==> src/core/ascp_pkg.sv <==
// Package of register map, field layout and reset values for the serial channel
`default_nettype none
package ascp_pkg;
   // ---------------------------------------------------------------
   // Register indices and byte addresses
   // ---------------------------------------------------------------
   localparam logic [7:0] ASCP_CTRL_A_IDX = 8'h01;
   localparam logic [7:0] ASCP_CTRL_A_ADDR = 8'h04;
   localparam logic [7:0] ASCP_CTRL_B_ADDR = 8'h08;
   localparam logic [7:0] ASCP_STATUS_ADDR = 8'h0C;
   localparam logic [7:0] ASCP_TXDATA_ADDR = 8'h10;
   localparam logic [7:0] ASCP_RXDATA_ADDR = 8'h14;
   localparam logic [7:0] ASCP_BAUD_ADDR = 8'h18;
   localparam logic [7:0] ASCP_INTSTAT_ADDR = 8'h1C;
   localparam logic [7:0] ASCP_INTMASK_ADDR = 8'h20;
   // ---------------------------------------------------------------
   // Control register A fields
   // ---------------------------------------------------------------
   localparam int ASCP_A_WAKE = 7;
   localparam int ASCP_A_RXON = 6;
   localparam int ASCP_A_TXON = 5;
   localparam int ASCP_A_PINOFF = 4;
   localparam int ASCP_A_MARKER = 3;
   localparam int ASCP_A_LEN = 2;
   localparam int ASCP_A_PAR = 1;
   localparam int ASCP_A_STOP = 0;
   // ---------------------------------------------------------------
   // Control register B, status and interrupt fields
   // ---------------------------------------------------------------
   localparam int ASCP_B_TXMARK = 7;
   localparam int ASCP_B_MULTI = 6;
   localparam int ASCP_B_SENSE = 4;
   localparam int ASCP_S_OVERRUN_FLAG = 4;
   localparam int ASCP_S_FRAME = 3;
   localparam int ASCP_S_PAR = 2;
   localparam int ASCP_S_RXFULL = 1;
   localparam int ASCP_S_TXEMPTY = 0;
   localparam int ASCP_I_RX = 0;
   localparam int ASCP_I_TX = 1;
   localparam int ASCP_I_ERR = 2;
   // ---------------------------------------------------------------
   // Reset values
   // ---------------------------------------------------------------
   localparam logic [2:0] ASCP_FMT_RESET = 3'h0;
   localparam logic [15:0] ASCP_BAUD_RESET = 16'h00D9;
   localparam logic [2:0] ASCP_IRQ_RESET = 3'h0;
   localparam logic [3:0] ASCP_CNT_ZERO = 4'h0;
   localparam logic [15:0] ASCP_DIV_ZERO = 16'h0000;

   typedef enum logic [1:0] {TX_IDLE, TX_SHIFT} ascp_tx_e;
   typedef enum logic [1:0] {RX_IDLE, RX_START, RX_BITS} ascp_rx_e;
endpackage : ascp_pkg
`default_nettype wire

==> src/core/ascp_async_serial_port.sv <==
// Asynchronous serial channel with control register A, APB register access
//
// Chosen here: the APB interface to the registers.
`default_nettype none

// Notes on behaviour
// - Length bit picks seven or eight data bits
// - Parity bit adds and checks one parity bit
// - Stop bit picks one or two stop bits
// - Frame: start, data, optional parity, stops
// - Wake filter passes only marked characters
// - Wake filter ignored outside multidrop format
// - Filter off: every character updates flags
// - Receiver off aborts reception, keeps flags
// - Receiver off during halt and reset
// - Transmitter off aborts sending, keeps empty flag
// - Transmitter off during halt and reset
// - Pin-off bit selects DMA end or clock
// - Bit 3 reads last received marker bit in multidrop format, zero otherwise
// - Writing zero to bit 3 clears errors
// - Control fields reset to zero
// - Parity sense: zero even, one odd
// - Multidrop frame carries marker, no parity
module ascp_async_serial_port
   import ascp_pkg::*;
#(
   parameter logic [15:0] BAUD_DIV = ASCP_BAUD_RESET
) (
   // Clock and reset
   input wire logic core_clk,
   input wire logic nrst,
   // APB slave
   input wire logic psel,
   input wire logic penable,
   input wire logic pwrite,
   input wire logic [7:0] paddr,
   input wire logic [31:0] pwdata,
   output logic [31:0] prdata,
   output logic pready,
   output logic pslverr,
   // Serial line
   input wire logic rxd,
   output logic txd,
   // Shared clock / DMA end pin
   input wire logic dmaEndTransfer,
   output logic clkPinOut,
   output logic clkPinOeN,
   // System
   input wire logic ioHaltState,
   output logic irq
);
   typedef struct packed {
      logic [31:0] rdata;
      logic ready;
      logic slvErr;
      logic wakeFilterEnable;
      logic receiverOn;
      logic transmitterOn;
      logic ch1ClockPinOff;
      logic rxMarkerBit;
      logic [2:0] fmt;
      logic paritySenseSel;
      logic multidropFormat;
      logic txMarkerBit;
      logic [15:0] baudDiv;
      logic [7:0] txData;
      logic txEmptyFlag;
      logic [7:0] rxData;
      logic rxFullFlag;
      logic overrunFlag;
      logic framingErrorFlag;
      logic parityErrorFlag;
      logic [2:0] irqStat;
      logic [2:0] irqMask;
      logic irqOut;
      logic [15:0] baudCnt;
      logic pinClk;
      logic pinOut;
      logic pinOeN;
      ascp_tx_e txState;
      logic [3:0] txLeft;
      logic [11:0] txShift;
      logic txLine;
      ascp_rx_e rxState;
      logic [15:0] rxCnt;
      logic [3:0] rxIdx;
      logic [3:0] rxTotal;
      logic [10:0] rxShift;
      logic rxMeta;
      logic rxSync;
   } ascp_state_s;

   ascp_state_s cur;
   ascp_state_s next_cur;

   // ---------------------------------------------------------------
   // Frame helpers
   // ---------------------------------------------------------------
   function automatic logic [3:0] ascp_body_bits(input logic [2:0] fmt, input logic multi);
      logic [3:0] n;
      n = fmt[ASCP_A_LEN] ? 4'h8 : 4'h7;
      if (multi || fmt[ASCP_A_PAR]) begin
         n = n + 4'h1;
      end
      return n;
   endfunction : ascp_body_bits

   function automatic logic ascp_parity(input logic [7:0] data, input logic [2:0] fmt,
                                        input logic sense);
      logic p;
      p = fmt[ASCP_A_LEN] ? ^data : ^data[6:0];
      return p ^ sense;
   endfunction : ascp_parity

   logic [7:0] wByte;
   logic [3:0] bodyBits;
   logic baudTick;
   logic apbDone;
   logic rxBit;
   logic [7:0] rxWord;
   logic rxExtra;
   logic rxStopOk;
   logic rxAccept;

   always_comb begin
      next_cur = cur;
      wByte = pwdata[7:0];
      bodyBits = ascp_body_bits(cur.fmt, cur.multidropFormat);
      baudTick = (cur.baudCnt == ASCP_DIV_ZERO);
      apbDone = psel && penable && cur.ready;
      rxBit = cur.rxSync;
      rxWord = cur.fmt[ASCP_A_LEN] ? cur.rxShift[7:0] : {1'b0, cur.rxShift[6:0]};
      rxExtra = cur.fmt[ASCP_A_LEN] ? cur.rxShift[8] : cur.rxShift[7];
      rxStopOk = 1'b1;
      rxAccept = 1'b1;

      // ------------------------------------------------------------
      // Line synchroniser and pin clock
      // ------------------------------------------------------------
      next_cur.rxMeta = rxd;
      next_cur.rxSync = cur.rxMeta;
      // Reload with the divisor itself: a bit lasts divisor plus one cycles, as on receive
      next_cur.baudCnt = baudTick ? cur.baudDiv : cur.baudCnt - 16'h0001;
      if (baudTick) begin
         next_cur.pinClk = ~cur.pinClk;
      end
      next_cur.pinOut = cur.ch1ClockPinOff ? dmaEndTransfer : cur.pinClk;
      next_cur.pinOeN = 1'b0;

      // ------------------------------------------------------------
      // APB slave: one wait state, effects on the completing edge
      // ------------------------------------------------------------
      next_cur.ready = psel && penable && !cur.ready;
      if (psel && penable && !cur.ready) begin
         next_cur.slvErr = 1'b0;
         next_cur.rdata = 32'h0000_0000;
         case (paddr)
            ASCP_CTRL_A_ADDR: begin
               next_cur.rdata[7:0] = {cur.wakeFilterEnable, cur.receiverOn, cur.transmitterOn,
                  cur.ch1ClockPinOff, cur.multidropFormat & cur.rxMarkerBit, cur.fmt};
            end
            ASCP_CTRL_B_ADDR: begin
               next_cur.rdata[ASCP_B_TXMARK] = cur.txMarkerBit;
               next_cur.rdata[ASCP_B_MULTI] = cur.multidropFormat;
               next_cur.rdata[ASCP_B_SENSE] = cur.paritySenseSel;
            end
            ASCP_STATUS_ADDR: begin
               next_cur.rdata[ASCP_S_OVERRUN_FLAG] = cur.overrunFlag;
               next_cur.rdata[ASCP_S_FRAME] = cur.framingErrorFlag;
               next_cur.rdata[ASCP_S_PAR] = cur.parityErrorFlag;
               next_cur.rdata[ASCP_S_RXFULL] = cur.rxFullFlag;
               next_cur.rdata[ASCP_S_TXEMPTY] = cur.txEmptyFlag;
            end
            ASCP_TXDATA_ADDR: next_cur.rdata[7:0] = cur.txData;
            ASCP_RXDATA_ADDR: next_cur.rdata[7:0] = cur.rxData;
            ASCP_BAUD_ADDR: next_cur.rdata[15:0] = cur.baudDiv;
            ASCP_INTSTAT_ADDR: next_cur.rdata[2:0] = cur.irqStat;
            ASCP_INTMASK_ADDR: next_cur.rdata[2:0] = cur.irqMask;
            default: next_cur.slvErr = 1'b1;
         endcase
      end else if (apbDone) begin
         next_cur.rdata = 32'h0000_0000;
         next_cur.slvErr = 1'b0;
      end

      // Clears by software come first so hardware sets below win
      if (apbDone && pwrite) begin
         case (paddr)
            ASCP_CTRL_A_ADDR: begin
               next_cur.wakeFilterEnable = wByte[ASCP_A_WAKE];
               next_cur.receiverOn = wByte[ASCP_A_RXON];
               next_cur.transmitterOn = wByte[ASCP_A_TXON];
               next_cur.ch1ClockPinOff = wByte[ASCP_A_PINOFF];
               next_cur.fmt = wByte[2:0];
               if (!wByte[ASCP_A_MARKER]) begin
                  next_cur.overrunFlag = 1'b0;
                  next_cur.framingErrorFlag = 1'b0;
                  next_cur.parityErrorFlag = 1'b0;
               end
            end
            ASCP_CTRL_B_ADDR: begin
               next_cur.txMarkerBit = wByte[ASCP_B_TXMARK];
               next_cur.multidropFormat = wByte[ASCP_B_MULTI];
               next_cur.paritySenseSel = wByte[ASCP_B_SENSE];
            end
            ASCP_TXDATA_ADDR: begin
               next_cur.txData = wByte;
               next_cur.txEmptyFlag = 1'b0;
            end
            ASCP_BAUD_ADDR: next_cur.baudDiv = pwdata[15:0];
            ASCP_INTSTAT_ADDR: next_cur.irqStat = cur.irqStat & ~pwdata[2:0];
            ASCP_INTMASK_ADDR: next_cur.irqMask = pwdata[2:0];
            default: ;
         endcase
      end
      if (apbDone && !pwrite && paddr == ASCP_RXDATA_ADDR) begin
         next_cur.rxFullFlag = 1'b0;
      end

      // ------------------------------------------------------------
      // Transmitter
      // ------------------------------------------------------------
      case (cur.txState)
         TX_IDLE: begin
            next_cur.txLine = 1'b1;
            if (baudTick && cur.transmitterOn && !cur.txEmptyFlag) begin
               // Start, data LSB first, extra bit, then stops padded with ones
               next_cur.txShift = {4'hF, cur.txData} << 1;
               if (!cur.fmt[ASCP_A_LEN]) begin
                  next_cur.txShift[8] = 1'b1;
               end
               if (cur.multidropFormat) begin
                  next_cur.txShift[bodyBits] = cur.txMarkerBit;
               end else if (cur.fmt[ASCP_A_PAR]) begin
                  next_cur.txShift[bodyBits] = ascp_parity(cur.txData, cur.fmt,
                     cur.paritySenseSel);
               end
               next_cur.txLeft = bodyBits + (cur.fmt[ASCP_A_STOP] ? 4'h3 : 4'h2);
               next_cur.txEmptyFlag = 1'b1;
               next_cur.txState = TX_SHIFT;
            end
         end
         TX_SHIFT: begin
            if (baudTick) begin
               next_cur.txLine = cur.txShift[0];
               next_cur.txShift = {1'b1, cur.txShift[11:1]};
               next_cur.txLeft = cur.txLeft - 4'h1;
               if (cur.txLeft == ASCP_CNT_ZERO) begin
                  next_cur.txLine = 1'b1;
                  next_cur.txState = TX_IDLE;
               end
            end
         end
         default: next_cur.txState = TX_IDLE;
      endcase
      if (!cur.transmitterOn) begin
         next_cur.txState = TX_IDLE;
         next_cur.txLine = 1'b1;
      end

      // ------------------------------------------------------------
      // Receiver: mid-bit sampling on its own bit counter
      // ------------------------------------------------------------
      next_cur.rxCnt = cur.rxCnt - 16'h0001;
      case (cur.rxState)
         RX_IDLE: begin
            if (cur.receiverOn && !rxBit) begin
               next_cur.rxCnt = {1'b0, cur.baudDiv[15:1]};
               next_cur.rxState = RX_START;
            end
         end
         RX_START: begin
            if (cur.rxCnt == ASCP_DIV_ZERO) begin
               next_cur.rxCnt = cur.baudDiv;
               next_cur.rxIdx = ASCP_CNT_ZERO;
               next_cur.rxTotal = bodyBits + (cur.fmt[ASCP_A_STOP] ? 4'h2 : 4'h1);
               next_cur.rxShift = 11'h7FF;
               next_cur.rxState = rxBit ? RX_IDLE : RX_BITS;
            end
         end
         RX_BITS: begin
            if (cur.rxCnt == ASCP_DIV_ZERO) begin
               next_cur.rxCnt = cur.baudDiv;
               next_cur.rxShift[cur.rxIdx] = rxBit;
               next_cur.rxIdx = cur.rxIdx + 4'h1;
               if (cur.rxIdx + 4'h1 == cur.rxTotal) begin
                  next_cur.rxState = RX_IDLE;
                  rxStopOk = rxBit && cur.rxShift[bodyBits];
                  if (cur.multidropFormat) begin
                     next_cur.rxMarkerBit = rxExtra;
                     rxAccept = !cur.wakeFilterEnable || rxExtra;
                  end
                  if (rxAccept) begin
                     // A data read in this same cycle frees the buffer for the new character
                     if (next_cur.rxFullFlag) begin
                        next_cur.overrunFlag = 1'b1;
                     end else begin
                        next_cur.rxData = rxWord;
                        next_cur.rxFullFlag = 1'b1;
                     end
                     if (!rxStopOk) begin
                        next_cur.framingErrorFlag = 1'b1;
                     end
                     if (!cur.multidropFormat && cur.fmt[ASCP_A_PAR] &&
                         rxExtra != ascp_parity(rxWord, cur.fmt, cur.paritySenseSel)) begin
                        next_cur.parityErrorFlag = 1'b1;
                     end
                  end
               end
            end
         end
         default: next_cur.rxState = RX_IDLE;
      endcase
      if (!cur.receiverOn) begin
         next_cur.rxState = RX_IDLE;
      end

      // ------------------------------------------------------------
      // Halt forces both enables off
      // ------------------------------------------------------------
      if (ioHaltState) begin
         next_cur.receiverOn = 1'b0;
         next_cur.transmitterOn = 1'b0;
      end

      // ------------------------------------------------------------
      // Interrupt: sticky events, set beats a same-cycle clear
      // ------------------------------------------------------------
      if (next_cur.rxFullFlag && !cur.rxFullFlag) begin
         next_cur.irqStat[ASCP_I_RX] = 1'b1;
      end
      if (next_cur.txEmptyFlag && !cur.txEmptyFlag) begin
         next_cur.irqStat[ASCP_I_TX] = 1'b1;
      end
      if ((next_cur.overrunFlag && !cur.overrunFlag) ||
          (next_cur.framingErrorFlag && !cur.framingErrorFlag) ||
          (next_cur.parityErrorFlag && !cur.parityErrorFlag)) begin
         next_cur.irqStat[ASCP_I_ERR] = 1'b1;
      end
      next_cur.irqOut = |(next_cur.irqStat & next_cur.irqMask);
   end

   always_ff @(posedge core_clk or negedge nrst) begin
      if (!nrst) begin
         cur <= '0;
         cur.fmt <= ASCP_FMT_RESET;
         cur.baudDiv <= BAUD_DIV;
         cur.baudCnt <= BAUD_DIV;
         cur.txEmptyFlag <= 1'b1;
         cur.txShift <= 12'hFFF;
         cur.txLine <= 1'b1;
         cur.rxShift <= 11'h7FF;
         cur.rxMeta <= 1'b1;
         cur.rxSync <= 1'b1;
         cur.irqMask <= ASCP_IRQ_RESET;
         cur.txState <= TX_IDLE;
         cur.rxState <= RX_IDLE;
      end else begin
         cur <= next_cur;
      end
   end

   // ---------------------------------------------------------------
   // Outputs
   // ---------------------------------------------------------------
   assign prdata = cur.rdata;
   assign pready = cur.ready;
   assign pslverr = cur.slvErr;
   assign txd = cur.txLine;
   assign clkPinOut = cur.pinOut;
   assign clkPinOeN = cur.pinOeN;
   assign irq = cur.irqOut;
endmodule : ascp_async_serial_port
`default_nettype wire

==> config.mk <==
export PLATFORM = sky130hd
export DESIGN_NAME = ascp_async_serial_port
export DESIGN_NICKNAME = d
export VERILOG_FILES = /design/src/core/ascp_pkg.sv /design/src/core/ascp_async_serial_port.sv
export SDC_FILE = /design/constraint.sdc
export NUM_CORES = 1
export LEC_CHECK = 0
export ABC_AREA = 1
export BUFFER_PORTS_ARGS = -buffer_cell sky130_fd_sc_hd__buf_2
export CAP_MARGIN = 10
export CORE_UTILIZATION = 41
export DETAILED_ROUTE_END_ITERATION = 6
export GPL_TIMING_DRIVEN = 0
export PLACE_DENSITY_LB_ADDON = 0.1
export SKIP_LAST_GASP = 1
export SLEW_MARGIN = 0
export SYNTH_ARGS = -nofsm -noshare
export SYNTH_HDL_FRONTEND = slang
export SYNTH_SLANG_ARGS = --single-unit
==> constraint.sdc <==
create_clock -name core_clk -period 2.6 [get_ports core_clk]
set_input_delay 0.65 -clock core_clk [delete_from_list [all_inputs] [get_ports core_clk]]
set_output_delay 0.65 -clock core_clk [all_outputs]
set_load 0.005 [all_outputs]
==> results of run 1 <==
## power by group through the flow
stage	Combinational (W)	Sequential [W]	Clock, W
floorplan	0.000145	0.00242	0
global placement	0.000257	0.00243	0
detailed placement	0.000264	0.00243	0
CTS	0.000266	0.00239	0.00250
global route	0.000299	0.00240	0.00259
finish	0.000263	0.00239	0.00245
## state kept, by name (all words and copies together) (netlist names)
| signal | count |
|---|---|
| cur | 125 |
| prdata | 16 |
| clkPinOut | 1 |
| irq | 1 |
| pready | 1 |
| pslverr | 1 |
| rxBit | 1 |
| txd | 1 |
## worst register-to-register path: stages, from the launching register on
cell      delay [ns]
dfrtp_1         0.47
nor2_1          0.21
ha_1            0.26
clkbuf_1        0.20
inv_1           0.22
nor2_1          0.06
o21ai_0         0.16
nand3_1         0.10
a21oi_2         0.22
nor2_1          0.09
nand2_1         0.06
nand3_1         0.15
nand2_1         0.09
nand2_1         0.05
## kinds of logic (layout without fill, tap and decap cells)
logic type / count (synthesis) / after routing
xor+xnor: 25 / 25
other cells: 1 / 17
fa+ha+maj: 16 / 16
compound gates: 214 / 214
mux: 14 / 14
buf+inv: 198 / 283
simple gates: 429 / 429
flops: 147 / 147
## per-layer routing
layer	part of all wire, %	routed length [µm]	global-route usage, %	up-vias
met2	45	10300	36.2	212
met1	49	11200	33.8	3399
met3	5.3	1210	4.28	15
li1	-	-	-	3569
met4	1.1	260	5.71	0
met5	0	0	0	-
## layout make-up
class	instances	area (µm²)
timing repair buffer	53	294
multi-input combinational	715	3810
clock buffer	20	447
clock inverter	12	135
inverter	142	533
buffer	56	372
fill	1941	10100
tap	265	332
sequential	147	3720
## worst min-delay path by stage
stage,cells past startpoint,slack [ns],end
6_report,1,0.17,prdata[10]
5_1_grt,1,0.20,prdata[10]
4_1_cts,1,0.19,cur[113]
3_5_place_dp,0,0.35,rxBit
3_3_place_gp,0,0.35,rxBit
2_1_floorplan,0,0.35,clkPinOut
## layout by cell type (no fill, tap or decap), types with 19 or more instances in the layout
cell / count
a21oi_1: 32
buf_2: 56
buf_4: 35
dfrtp_1: 110
dfstp_2: 36
inv_1: 134
nand2_1: 258
nand3_1: 47
nor2_1: 71
o21ai_0: 97
xor2_1: 19
## repair_timing
| item | in CTS | in global routing |
|---|---|---|
| setup endpoints to repair | 2 | 3 |
| resized for setup | 2 | 2 |
| hold buffers | 0 | 0 |
## synthesized netlist by cell type, drive strengths merged (5+ instances only)
library cell / count / area [µm²]
nand2: 265 / 1020
inv: 141 / 529
o21ai: 114 / 608
dfrtp: 111 / 2780
nor2: 82 / 348
nand3: 50 / 265
buf: 43 / 322
dfstp: 36 / 946
a21oi: 35 / 183
xor2: 19 / 166
ha: 15 / 188
o221ai: 14 / 123
clkbuf: 13 / 48.8
mux2: 12 / 135
nand4: 12 / 81.3
nor3: 12 / 65.1
o22ai: 10 / 62.6
a32o: 8 / 80.1
o211ai: 7 / 52.6
xnor2: 6 / 52.6
a22oi: 5 / 37.5
## metrics by stage
| step | power, W | util [%] | std cells | hold slack [ns] | setup TNS (ns) |
|---|---|---|---|---|---|
| final | 0.00511 | 48.9 | 1410 | 0.172 | 0 |
| after global routing | 0.00528 | 48.9 | 1410 | 0.204 | -0.0256 |
| after CTS | 0.00515 | 48.9 | 1410 | 0.187 | 0 |
| after detailed placement | 0.00270 | 45.9 | 1378 | 0.352 | -0.150 |
| after global placement | 0.00269 | 45.8 | 1377 | 0.349 | -172.38 |
| after floorplan | 0.00257 | - | 1060 | 0.345 | 0 |
==> results.py, run 1 <==
metrics = {
    "die": {
        "die-area_mm2": 0.0210,
        "start_util_pct": 42.5,
        "core_mm2": 0.0197,
        "die_w_um": 145,
        "io_pins": 86,
        "num_rows": 51,
        "die_height_um": 145,
    },
    "place": {
        "placed_cell_area_mm2": 0.00906,
        "portBuffers": 52,
        "dp_slack_ns": -0.0881,
        "hpwl_mm": 17.5,
        "place.gp.congestion": 0.878,
    },
    "clock_tree": {
        "cts_setup_buffers": 0,
        "insertion_delay_ns": 0.43,
        "root_buffer": "clkbuf_16",
        "path_clk_slew_ns": 0.07,
        "cts_buffers": 17,
        "cts_max_path_buffers": 2,
        "clkSinkCount": 147,
        "cts_tree": "done",
        "htreeDepth": 4,
    },
    "logic_synthesis": {
        "synth_top_family_by_area": "simple AND/OR/NAND/NOR gates",
        "ys_seq_area_share_pct": 44.5,
        "synth_seq_cells": 147,
        "synthAdderAreaFrac_pct": 2.48,
        "netlist_instances": 1044,
        "syn_area_mm2": 0.00837,
        "synthSimpleGateAreaFrac_pct": 22.0,
        "synthArstFlopShare_pct": 100,
        "muxShareOfSynthArea_pct": 1.85,
        "syn_area_per_cell_um2": 8.02,
        "synthXorXnorAreaFrac_pct": 2.62,
        "yosysUniqueCellTypes": 56,
        "synth-compound-area-share_pct": 15.7,
        "synth_warnings": 0,
        "ys.flop_type": "dfrtp_1",
        "synth_edf_count": 0,
    },
    "pwr": {
        "power_leakage_nw": 4.60,
        "powerDensity_mw_per_mm2": 530,
        "ir_worst_vdd_mv": 0.398,
        "p_int_w": 0.00389,
        "power_frac_seq_pct": 46.8,
        "p_clk_share_pct": 48.0,
        "combPwrFrac_pct": 5.2,
        "switchingPower_w": 0.00122,
        "switching_share_pct": 23.9,
    },
    "hold_path": {
        "hold_path_class": "primary input to async pin",
    },
    "critical_path": {
        "crit_buf_inv": 2,
        "cp_max_fo": 9,
        "cp.required_ns": 2.92,
        "crit_type": "register to register",
        "end_kind": "register",
        "critPathArrivalTime_ns": 2.76,
        "endpoint": "irq",
        "slowest_stage": "dfrtp_1",
        "ff2ff_setup_slack_ns": 0.17,
        "cp-start-kind": "register",
        "cp_cell_sequence": "nor2_1 > ha_1 > clkbuf_1 > inv_1 > nor2_1 > o21ai_0 > nand3_1 > a21oi_2 > nor2_1 > nand2_1 > nand3_1 > nand2_1 > nand2_1",
        "timing.rr.start": "cur[125]",
        "rr_worst_depth": 13,
        "worst-path-stages": 13,
        "r2r_end": "irq",
        "path_delay_family": "simple AND/OR/NAND/NOR gates",
        "cp_slowest_stage_delay_ns": 0.47,
        "worstSetupStartpoint": "cur[125]",
    },
    "timing": {
        "hold_viol": 0,
        "finalSetupViolations": 0,
        "grt_setup_unrepaired": "true",
        "finalCritPeriodShare_pct": 93.6,
        "worst_pin_slew_ns": 0.611,
        "max-slew-margin-rel_pct": 59.0,
        "max_freq_mhz": 411,
        "drv_slew": 0,
        "finalClockSkew_ns": 0.0153,
        "finalCriticalPeriod_ns": 2.43,
        "fin_ws_ns": 0.166,
    },
    "drt": {
        "drtIter0Drc": 603,
        "antenna_left": 0,
        "wl_per_cell_um": 16.3,
        "vias": 7195,
        "drtPass1Iterations": 7,
        "drt-total-wl_mm": 23.0,
        "via_per_inst": 5.10,
        "drc": 0,
    },
    "global_routing": {
        "antenna_found_initial": 0,
        "grt_usage_pct": 23.4,
        "grt_pass1_wl_mm": 36.7,
        "grt_max_degree": 96,
        "grt_pass1_vias": 6757,
        "grt_overflow": 0,
    },
    "flow_run": {
        "cap_viol_max_count": 0,
    },
    "layout": {
        "antenna_cells": 0,
        "layout-drive-gt1-share_pct": 19.1,
        "stdcell_area_mm2": 0.00965,
        "fin_nets": 1196,
        "syn_to_final_growth_pct": 15.2,
    },
    "run_status": {
        "status": "completed",
    },
}
No activity file was read; power rests on OpenSTA's default activity.
==> run 2, diff against run 1 <==
- clock period: 2.6 -> 2.5 ns (I/O delays scaled with it)
==> run 2 against run 1 <==
Die area is the same. Worst setup slack gained 0.0077 ns. Combinational power grew 4%. Register-to-register slack is essentially flat. Clock skew grew 0.0012 ns. Hold slack lost 0.022 ns. Critical path depth shrank 2. Power grew 4.1%. Fmax grew 4.6%. Sequential share of layout area is essentially flat. Clock power grew 4%. Sequential power grew 4%. Critical endpoint is now cur[53]. Largest cell class unchanged.
==> results.py, run 2 (same netlist as run 1, synthesis figures left out) <==
metrics = {
    "drt": {
        "wl_per_cell_um": 16.3,
        "drtIter0Drc": 569,
        "via_per_inst": 5.12,
        "drt-total-wl_mm": 23.0,
        "drtPass1Iterations": 7,
        "antenna_left": 0,
        "drc": 0,
        "vias": 7219,
    },
    "timing": {
        "finalClockSkew_ns": 0.0165,
        "grt_setup_unrepaired": "false",
        "setup_tns_ns": 0,
        "max-slew-margin-rel_pct": 60.7,
        "finalCriticalPeriod_ns": 2.33,
        "max_freq_mhz": 430,
        "finalCritPeriodShare_pct": 93.0,
        "worst_pin_slew_ns": 0.590,
        "hold_viol": 0,
        "drv_slew": 0,
        "finalSetupViolations": 0,
    },
    "die": {
        "die-area_mm2": 0.0210,
        "num_rows": 51,
        "start_util_pct": 42.5,
        "die_height_um": 145,
        "die_w_um": 145,
        "io_pins": 86,
        "core_mm2": 0.0197,
    },
    "clock_tree": {
        "insertion_delay_ns": 0.43,
        "cts_hold_buffers": 0,
        "cts_tree": "done",
        "cts_buffers": 17,
        "htreeDepth": 4,
        "path_clk_slew_ns": 0.06,
        "root_buffer": "clkbuf_16",
        "cts_max_path_buffers": 2,
        "clkSinkCount": 147,
    },
    "place": {
        "place.gp.congestion": 0.878,
        "portBuffers": 52,
        "hpwl_mm": 17.5,
    },
    "layout": {
        "final_cell_mix": "258 x nand2_1, 133 x inv_1, 110 x dfrtp_1, 97 x o21ai_0, 71 x nor2_1",
        "layout-drive-gt1-share_pct": 19.2,
        "syn_to_final_growth_pct": 15.3,
        "regMostFlops": "cur",
        "antenna_cells": 0,
        "largest_reg_flops": 125,
        "layout_commonest_cell": "nand2_1",
        "fin_nets": 1195,
    },
    "critical_path": {
        "cp.required_ns": 2.85,
        "critPathArrivalTime_ns": 2.67,
        "end_kind": "register",
        "cp-start-kind": "register",
        "cp_max_fo": 10,
        "crit_type": "register to register",
    },
    "pwr": {
        "powerDensity_mw_per_mm2": 551,
        "total_power_w": 0.00532,
        "ir_worst_vdd_mv": 0.412,
        "power_leakage_nw": 4.60,
    },
    "hold_path": {
        "hold_path_class": "primary input to async pin",
    },
    "global_routing": {
        "grt_usage_pct": 23.4,
        "grt_pass1_wl_mm": 36.7,
        "grt_max_degree": 96,
        "antenna_found_initial": 0,
        "grt_overflow": 0,
        "grt_pass1_vias": 6757,
    },
    "run_status": {
        "status": "completed",
    },
    "flow_run": {
        "cap_viol_max_count": 0,
    },
}
-- run 2: what timing repair did --
item                                    CTS  global route
endpoints found under the setup margin    3             4
hold endpoints to repair                  0             0
resized for setup                         2             4
buffers inserted                          0             0
-- run 2: worst paths after layout --
kind                         start    endpoint  slack, ns  cells past startpoint
setup reg to reg           cur[61]     cur[53]       0.17                     11
hold / removal                nrst  prdata[10]       0.15                      1
min in group core_clk          rxd      cur[1]       0.30                      1
hold reg to reg             cur[1]       rxBit       0.36                      0
setup / recovery           cur[61]     cur[53]       0.17                     11
max in group asynchronous     nrst    cur[126]       1.48                      2
-- run 2: through the flow --
step / cell area [µm²] / std cells / setup WS [ns] / hold slack (ns) / util (%)
global route: 9650 / 1409 / 0.0485 / 0.179 / 48.9
finish: 9650 / 1409 / 0.174 / 0.149 / 48.9
floorplan: 8430 / 1060 / 0.494 / 0.329 / -
detailed placement: 9060 / 1378 / -0.188 / 0.352 / 45.9
global placement: 9020 / 1377 / -1.48 / 0.349 / 45.8
CTS: 9640 / 1410 / 0.0108 / 0.162 / 48.9
-- run 2: power breakdown --
part	switching, W	internal [W]	total (W)
registers	0.0000566	0.00243	0.00249
clock network	0.00106	0.00150	0.00256
logic	0.000162	0.000112	0.000274
total	0.00127	0.00404	0.00532
-- run 2: area by class of cell --
cell class,count,area [µm²]
clock inverter,12,135
inverter,142,533
buffer,55,368
fill,1941,10100
sequential,147,3720
clock buffer,20,447
tap,265,332
timing repair buffer,53,294
multi-input combinational,715,3820
-- run 2: routing by layer --
metal / global-route usage [%] / part of all wire [%] / routed length, µm / up-vias
li1: - / - / - / 3569
met1: 33.8 / 49 / 11300 / 3417
met2: 36.2 / 44 / 10200 / 207
met3: 4.28 / 5.1 / 1180 / 26
met4: 5.71 / 1.4 / 325 / 0
met5: 0 / 0 / 0 / -
-- run 2: worst max-delay path, stage by stage, from the launching register on --
cell      delay [ns]
dfstp_2         0.37
inv_1           0.06
ha_1            0.24
nand3_2         0.14
nor2_4          0.17
nand2_2         0.15
inv_2           0.19
nand4_1         0.14
o21ai_1         0.32
buf_4           0.27
o211ai_1        0.09
o21ai_0         0.10
